==> config.mk <==
export PLATFORM = sky130hd
export DESIGN_NAME = ccl_comparator_ctrl
export DESIGN_NICKNAME = d
export VERILOG_FILES = /design/src/ccl_pkg.sv /design/src/ccl_sync2.sv /design/src/ccl_comparator_ctrl.sv
export SDC_FILE = /design/constraint.sdc
export NUM_CORES = 1
export LEC_CHECK = 0
export ABC_AREA = 1
export BUFFER_PORTS_ARGS = -buffer_cell sky130_fd_sc_hd__buf_4
export CORE_UTILIZATION = 46
export DETAILED_ROUTE_END_ITERATION = 10
export PLACE_DENSITY = 0.78
export SLEW_MARGIN = 20
export SYNTH_ARGS = -nofsm -noshare
export SYNTH_HDL_FRONTEND = slang
export SYNTH_SLANG_ARGS = --single-unit
==> constraint.sdc <==
create_clock -name mclk_i -period 1.5 [get_ports mclk_i]
set_clock_uncertainty 0.15 [all_clocks]
set_input_delay 0.225 -clock mclk_i [delete_from_list [all_inputs] [get_ports mclk_i]]
set_output_delay 0.225 -clock mclk_i [all_outputs]
set_load 0.05 [all_outputs]
==> src/ccl_pkg.sv <==
// Purpose: shared constants and carriers for the comparator control logic
// Assumes: 8-bit data space, byte addresses as printed
// Notes: no imports; users write ccl_pkg::name
package ccl_pkg;
    // ==========================================================
    // register offsets
    localparam logic [7:0] CTRL_OFFSET = 8'h50;
    localparam logic [7:0] DIS_OFFSET = 8'h7F;
    // ==========================================================
    // control/status field positions
    localparam int POWER_OFF_BIT = 7;
    localparam int BANDGAP_BIT = 6;
    localparam int RESULT_BIT = 5;
    localparam int FLAG_BIT = 4;
    localparam int IRQ_ENABLE_BIT = 3;
    localparam int CAPTURE_BIT = 2;
    localparam int MODE_HI_BIT = 1;
    localparam int MODE_LO_BIT = 0;
    // input disable field positions
    localparam int POS_OFF_BIT = 0;
    localparam int NEG_OFF_BIT = 1;
    // ==========================================================
    // reset values
    localparam logic [7:0] CTRL_RESET = 8'h00;
    localparam logic [1:0] DIS_RESET = 2'h0;
    // interrupt mode codes
    localparam logic [1:0] MODE_TOGGLE = 2'h0;
    localparam logic [1:0] MODE_RESERVED = 2'h1;
    localparam logic [1:0] MODE_FALL = 2'h2;
    localparam logic [1:0] MODE_RISE = 2'h3;
    // synchroniser depth
    localparam int SYNC_STAGES = 2;
    // ==========================================================
    // register access from the processor data space
    typedef struct packed {
        logic [7:0] addr;
        logic [7:0] wdata;
        logic we;
        logic re;
    } ccl_bus_req_t;
    // negative input source steering from the converter block
    typedef struct packed {
        logic mux_negative_enable;
        logic converter_enable;
        logic [2:0] channel_select_low;
    } ccl_mux_ctl_t;
endpackage : ccl_pkg

==> src/ccl_sync2.sv <==
// Purpose: two-flop level synchroniser
// Assumes: asynchronous active-low reset to zero
// Notes: only the second stage leaves the module
`timescale 1ns/1ps
module ccl_sync2 #(
    parameter int WIDTH = 1
) (
    input wire logic clk_i,
    input wire logic rst_n_i,
    input wire logic [WIDTH-1:0] d_i,
    output logic [WIDTH-1:0] q_o
);
    logic [WIDTH-1:0] meta_q;
    logic [WIDTH-1:0] sync_q;
    // ==========================================================
    // metastability chain
    always_ff @(posedge clk_i or negedge rst_n_i) begin
        if (!rst_n_i) begin
            meta_q <= '0;
            sync_q <= '0;
        end else begin
            meta_q <= d_i;
            sync_q <= meta_q;
        end
    end
    assign q_o = sync_q;
endmodule : ccl_sync2

==> src/ccl_comparator_ctrl.sv <==
// Purpose: digital control around an analog voltage comparator
// Assumes: register port in processor data space, all inputs synchronous except compare_raw_i and resetn_i
// Notes: outputs are registered; interrupt request lags the flag by one cycle
// Operation
// RL1: result is one when positive input voltage exceeds negative input voltage
// RL2: mux enabled and converter off: low channel bits pick channel pin 0..7
// RL3: mux disabled or converter on: dedicated negative pin feeds negative input
// RL4: writing one to bit 7 switches comparator power off, any time
// RL5: bit 6 one selects bandgap reference as positive input, else pin
// RL6: readable result is raw output through synchroniser, 1-2 cycles late
// RL7: flag bit 4 set when synchronised output shows selected event
// RL8: flag clears on interrupt vector execution or writing one to it
// RL9: request while flag, enable bit 3 and global enable all set
// RL10: mode 00 toggle, 10 falling, 11 rising, 01 reserved
// RL11: bit 2 one routes result to timer capture, else no connection
// RL12: software clears enable before changing power-off bit
// RL13: software clears enable before changing interrupt mode bits
// RL14: input disable bits 0/1 turn buffer off; port bit reads zero
// RL15: software keeps converter power reduction at zero when using the mux
// RL16: software sets timer capture interrupt enable for capture interrupts
// RL17: edge detection compares synchronised value against previous cycle
`timescale 1ns/1ps
module ccl_comparator_ctrl (
    input wire logic mclk_i,
    input wire logic resetn_i,
    input wire ccl_pkg::ccl_bus_req_t bus_i,
    output logic [7:0] rdata_o,
    input wire ccl_pkg::ccl_mux_ctl_t mux_ctl_i,
    input wire logic compare_raw_i,
    input wire logic global_irq_enable_i,
    input wire logic irq_vector_ack_i,
    input wire logic positive_pin_digital_i,
    input wire logic negative_pin_digital_i,
    output logic compare_power_off_o,
    output logic bandgap_select_o,
    output logic negative_from_channel_o,
    output logic [2:0] negative_channel_o,
    output logic capture_signal_o,
    output logic irq_o,
    output logic positive_pin_input_off_o,
    output logic negative_pin_input_off_o,
    output logic positive_pin_read_o,
    output logic negative_pin_read_o
);
    logic rst_n;
    logic res_sync;
    logic prev_q, prev_d;
    logic [7:0] ctrl_q, ctrl_d;
    logic [1:0] dis_q, dis_d;
    logic [7:0] rdata_q, rdata_d;
    logic evt;
    logic ctrl_wr, dis_wr;
    logic irq_q, irq_d;
    logic cap_q, cap_d;
    logic nsel_q, nsel_d;
    logic [2:0] nch_q, nch_d;
    logic pos_rd_q, pos_rd_d;
    logic neg_rd_q, neg_rd_d;
    logic [1:0] mode;
    // ==========================================================
    // reset release
    ccl_sync2 #(.WIDTH(1)) u_rst_sync (
        .clk_i(mclk_i),
        .rst_n_i(resetn_i),
        .d_i(1'b1),
        .q_o(rst_n)
    );
    // comparator output into the clock domain
    ccl_sync2 #(.WIDTH(1)) u_res_sync (
        .clk_i(mclk_i),
        .rst_n_i(rst_n),
        .d_i(compare_raw_i), // analog decision, high when positive side higher [RL1]
        .q_o(res_sync) // [RL6]
    );
    // ==========================================================
    // register writes, event detection, flag
    assign ctrl_wr = bus_i.we && (bus_i.addr == ccl_pkg::CTRL_OFFSET);
    assign dis_wr = bus_i.we && (bus_i.addr == ccl_pkg::DIS_OFFSET);
    assign mode = {ctrl_q[ccl_pkg::MODE_HI_BIT], ctrl_q[ccl_pkg::MODE_LO_BIT]};
    always_comb begin
        prev_d = res_sync; // previous-cycle copy [RL17]
        case (mode) // [RL10]
            ccl_pkg::MODE_TOGGLE: evt = res_sync ^ prev_q;
            ccl_pkg::MODE_FALL: evt = prev_q & ~res_sync;
            ccl_pkg::MODE_RISE: evt = res_sync & ~prev_q;
            default: evt = 1'b0;
        endcase
        ctrl_d = ctrl_q;
        if (ctrl_wr) begin
            ctrl_d = bus_i.wdata; // power off [RL4], bandgap [RL5]
            ctrl_d[ccl_pkg::RESULT_BIT] = 1'b0;
            ctrl_d[ccl_pkg::FLAG_BIT] = ctrl_q[ccl_pkg::FLAG_BIT]
                & ~bus_i.wdata[ccl_pkg::FLAG_BIT]; // write one clears [RL8]
        end
        if (irq_vector_ack_i) begin
            ctrl_d[ccl_pkg::FLAG_BIT] = 1'b0; // vector clears [RL8]
        end
        if (evt) begin
            ctrl_d[ccl_pkg::FLAG_BIT] = 1'b1; // set beats clear [RL7]
        end
        dis_d = dis_wr ? bus_i.wdata[1:0] : dis_q;
    end
    always_ff @(posedge mclk_i or negedge rst_n) begin
        if (!rst_n) begin
            ctrl_q <= ccl_pkg::CTRL_RESET;
            dis_q <= ccl_pkg::DIS_RESET;
            prev_q <= 1'b0;
        end else begin
            ctrl_q <= ctrl_d;
            dis_q <= dis_d;
            prev_q <= prev_d;
        end
    end
    // ==========================================================
    // registered outputs and read data
    always_comb begin
        irq_d = ctrl_q[ccl_pkg::FLAG_BIT] & ctrl_q[ccl_pkg::IRQ_ENABLE_BIT]
            & global_irq_enable_i; // [RL9]
        cap_d = ctrl_q[ccl_pkg::CAPTURE_BIT] & res_sync; // [RL11]
        nsel_d = mux_ctl_i.mux_negative_enable & ~mux_ctl_i.converter_enable; // [RL2] [RL3]
        nch_d = mux_ctl_i.channel_select_low; // [RL2]
        pos_rd_d = positive_pin_digital_i & ~dis_q[ccl_pkg::POS_OFF_BIT]; // [RL14]
        neg_rd_d = negative_pin_digital_i & ~dis_q[ccl_pkg::NEG_OFF_BIT]; // [RL14]
        rdata_d = 8'h00; // unmapped reads zero
        if (bus_i.re && bus_i.addr == ccl_pkg::CTRL_OFFSET) begin
            rdata_d = ctrl_q;
            rdata_d[ccl_pkg::RESULT_BIT] = res_sync; // [RL6]
        end else if (bus_i.re && bus_i.addr == ccl_pkg::DIS_OFFSET) begin
            rdata_d = {6'h00, dis_q};
        end
    end
    always_ff @(posedge mclk_i or negedge rst_n) begin
        if (!rst_n) begin
            irq_q <= 1'b0;
            cap_q <= 1'b0;
            nsel_q <= 1'b0;
            nch_q <= 3'h0;
            pos_rd_q <= 1'b0;
            neg_rd_q <= 1'b0;
            rdata_q <= 8'h00;
        end else begin
            irq_q <= irq_d;
            cap_q <= cap_d;
            nsel_q <= nsel_d;
            nch_q <= nch_d;
            pos_rd_q <= pos_rd_d;
            neg_rd_q <= neg_rd_d;
            rdata_q <= rdata_d;
        end
    end
    assign rdata_o = rdata_q;
    assign compare_power_off_o = ctrl_q[ccl_pkg::POWER_OFF_BIT];
    assign bandgap_select_o = ctrl_q[ccl_pkg::BANDGAP_BIT];
    assign negative_from_channel_o = nsel_q;
    assign negative_channel_o = nch_q;
    assign capture_signal_o = cap_q;
    assign irq_o = irq_q;
    assign positive_pin_input_off_o = dis_q[ccl_pkg::POS_OFF_BIT];
    assign negative_pin_input_off_o = dis_q[ccl_pkg::NEG_OFF_BIT];
    assign positive_pin_read_o = pos_rd_q;
    assign negative_pin_read_o = neg_rd_q;
endmodule : ccl_comparator_ctrl

==> flow_summary_export.csv <==
group,metric,value,unit
timing,setup_tns,0,ns
cells_and_area,drive_gt1_frac,0.320,
yosys,synth.avg_cell_area,9.53,sq um
route,ant_nets,0,
cells_and_area,diodes,0,
critical_path,cp_data_arrival_time,1.52,ns
critical_path,crit_slowest_cell,"dlygate4sd3_1",
run_status,outcome,"finished, final reports clean",
die,io_pins,50,
placement,place_ws,0.118,ns
timing,hold_viol,0,
timing,report.final.slew_viol_count,0,
timing,finalCriticalPeriod,1.40,ns
die,initial_core_util,0.506,
pwr,clockPowerShare,0.305,
yosys,synth_edf_count,0,
yosys,postSynthCellCount,122,
yosys,yosysTopAreaCell,"dfrtp_1",
global_routing,grt_max_degree,29,
pwr,seqPwrFrac,0.536,
pwr,totalPowerFinal,0.00160,W
timing,max_freq,712,MHz
cells_and_area,fillCellCount,160,
clocking,clock_path_buffers,2,
critical_path,slowest_delay,0.55,ns
critical_path,r2r_cells,5,
global_routing,grt.total_usage,0.229,
cells_and_area,fin_nets,225,
clocking,cts_resized,0,
pwr,leakage,0.974,nW
timing,rsz0062_at_grt,"false",
pwr,pwr-share-comb,0.159,
route,vias_per_cell,4.51,
flow_run,maxCapViolations,0,
global_routing,grt-ovfl-total,0,
die,die_x,52.3,um
hold_path,holdPathStages,3,
critical_path,worst_setup_path_end_kind,"flip-flop",
clocking,cts-root-buf,"clkbuf_4",
critical_path,critPathKind,"input port to flip-flop",
yosys,synth_area_leaders,"dfrtp_1 65%, nand2_1 9.4%, inv_1 6.1%, nor2_1 6.1%, nand3_1 3.9%",
pwr,p_per_area,900,nW/um^2
yosys,ys_types,14,
critical_path,worstPathRequired,1.61,ns
critical_path,start_kind,"input port",
critical_path,reg2reg_from,"prev_q",
placement,io_buffers,48,
critical_path,crit_start,"mux_ctl_i[3]",
yosys,yosys_register_bits,30,
yosys,synthFlopType,"dfrtp_1",
pwr,p_sw,0.000416,W
route,finalWirelength,2520,um
global_routing,grt_first_pass_wirelength,4220,um
critical_path,crit_path_frequent_cell,"dlygate4sd3_1",
hold_path,holdPathEnd,"rdata_o[0]",
critical_path,crit_path_cell_trace,"dlygate4sd3_1, buf_4, nor2_1, dlygate4sd3_1",
yosys,syn_area,1160,sq um
clocking,cts_made_buffers,5,
route,remaining_drc_errors,0,
die,core,2300,sq um
global_routing,antenna_found_initial,0,
die,fp-row-count,17,
clocking,cts_max_level,2,
die,dieArea,2730,sq um
yosys,syn_nets,154,
pwr,peakVddDrop,886,uV
route,vias,1001,
critical_path,worstPathMaxFanout,1,
yosys,synth-async-reset-ratio,1.00,
timing,setup-violations-final,0,
clocking,clock-sinks,30,
global_routing,grt_pass1_vias,1016,
hold_path,hp-class,"input port to flip-flop",
pwr,power.internal,0.00118,W
critical_path,reg2reg_setup_slack,0.21,ns
clocking,clkTransAtPathRegs,0.09,ns
timing,worst_slack,0.0959,ns
route,first_pass_iters,4,
pwr,swShare,0.260,
placement,place_hpwl,1800,um
clocking,postCtsSetupBuffers,0,
clocking,clock_latency,0.33,ns
placement,gpl.final_weighted_congestion,0.741,
yosys,yosys.area.top_type_share,0.646,
route,wl_per_cell,11.4,um
route,drt-initial-drc-count,9,
timing,post-route-period-util,0.936,
critical_path,r2r-end,"ctrl_q[4]",
yosys,seq_area_frac_synth,0.646,
yosys,yosysWarnings,0,
clocking,cts_tree,"done",
cells_and_area,synthToLayoutAreaGrowth,52.9,%
hold_path,hp-start,"bus_i[0]",
die,dieHeight,52.3,um
[logic make-up (layout without fill, tap and decap cells)]
group                      after synthesis  in the layout  synth area share
buffers and inverters                   21             93            0.0775
AOI/OAI and AO/OA                        5              5            0.0215
adders and majority gates                2              2            0.0215
and+or+nand+nor                         63             63             0.230
DFF                                     30             30             0.646
other                                    1              1           0.00323
[worst max path at each step]
stage	endpoint	slack, ns	depth (start not counted)
3_3_place_gp	ctrl_q[7]	0.18	7
6_report	negative_from_channel_o	0.1	4
4_1_cts	negative_from_channel_o	0.11	4
2_1_floorplan	rdata_o[1]	0.37	4
5_1_grt	negative_from_channel_o	0.1	4
3_5_place_dp	ctrl_q[0]	0.12	7
[flip-flops by register name, indices dropped and copies added (netlist names)]
signal                   cells
capture_signal_o             1
ctrl_q                       7
dis_q                        2
irq_o                        1
negative_channel_o           3
negative_from_channel_o      1
negative_pin_read_o          1
positive_pin_read_o          1
prev_q                       1
rdata_o                      8
u_res_sync.meta_q            1
u_res_sync.q_o               1
u_rst_sync.meta_q            1
u_rst_sync.q_o               1
[per-stage QoR]
step	instances	hold WS (ns)	area, sq um	utilization
floorplan	122	-0.221	1160	-
global placement	197	-0.142	1550	0.673
detailed placement	197	-0.140	1550	0.673
CTS	222	0.0173	1780	0.773
global route	222	0.0170	1780	0.773
finish	222	0.0278	1780	0.773
[worst max-delay path: cells and delay by family]
kind | cells | cell delay (ns)
buffers and inverters | 3 | 1.22
and+or+nand+nor | 1 | 0.08
[routing by layer]
| metal | global-route usage | vias to the layer above | wire length [um] |
|---|---|---|---|
| li1 | - | 503 | - |
| met1 | 0.231 | 455 | 926 |
| met2 | 0.410 | 36 | 1390 |
| met3 | 0.0725 | 7 | 129 |
| met4 | 0.132 | 0 | 74 |
| met5 | 0 | - | 0 |
[cell usage in the layout, fill, tap and decap left out, drive strengths merged]
| master | n |
|---|---|
| ha | 2 |
| inv | 19 |
| conb | 1 |
| nand3 | 9 |
| clkbuf | 7 |
| dfrtp | 30 |
| nand2 | 32 |
| buf | 49 |
| o21ai | 5 |
| nor2 | 22 |
| clkinv | 1 |
| dlygate4sd3 | 17 |
[power by group through the flow]
| stage | logic (W) | clock network (W) | registers, W |
|---|---|---|---|
| floorplan | 0.0000471 | 0 | 0.000938 |
| global placement | 0.000211 | 0 | 0.000871 |
| detailed placement | 0.000220 | 0 | 0.000873 |
| CTS | 0.000256 | 0.000502 | 0.000857 |
| global route | 0.000276 | 0.000548 | 0.000862 |
| finish | 0.000254 | 0.000488 | 0.000857 |
[cells in the mapped netlist, types with 2 or more instances]
cell,count
ha_1,2
nand3_1,9
o21ai_0,3
inv_1,19
nand2_2,3
nor2_2,2
nor2_1,19
nand2_1,29
o21ai_1,2
dfrtp_1,30
[cell type report]
type,instances,area (sq um),share of cell area
multi-input cells,71,322,0.181
clock buffers,7,55.1,0.0310
clock inverters,1,5.00,0.00282
repair buffers,66,538,0.303
inverters,19,71.3,0.0401
flip-flops and latches,30,751,0.423
well taps,28,35.0,0.0197
[timing repair]
item / 4_1_cts / 5_1_grt
endpoints found under the hold margin: 19 / 0
endpoints found under the setup margin: 0 / 0
hold buffers: 17 / 0
(Power assumes the default switching activity.)
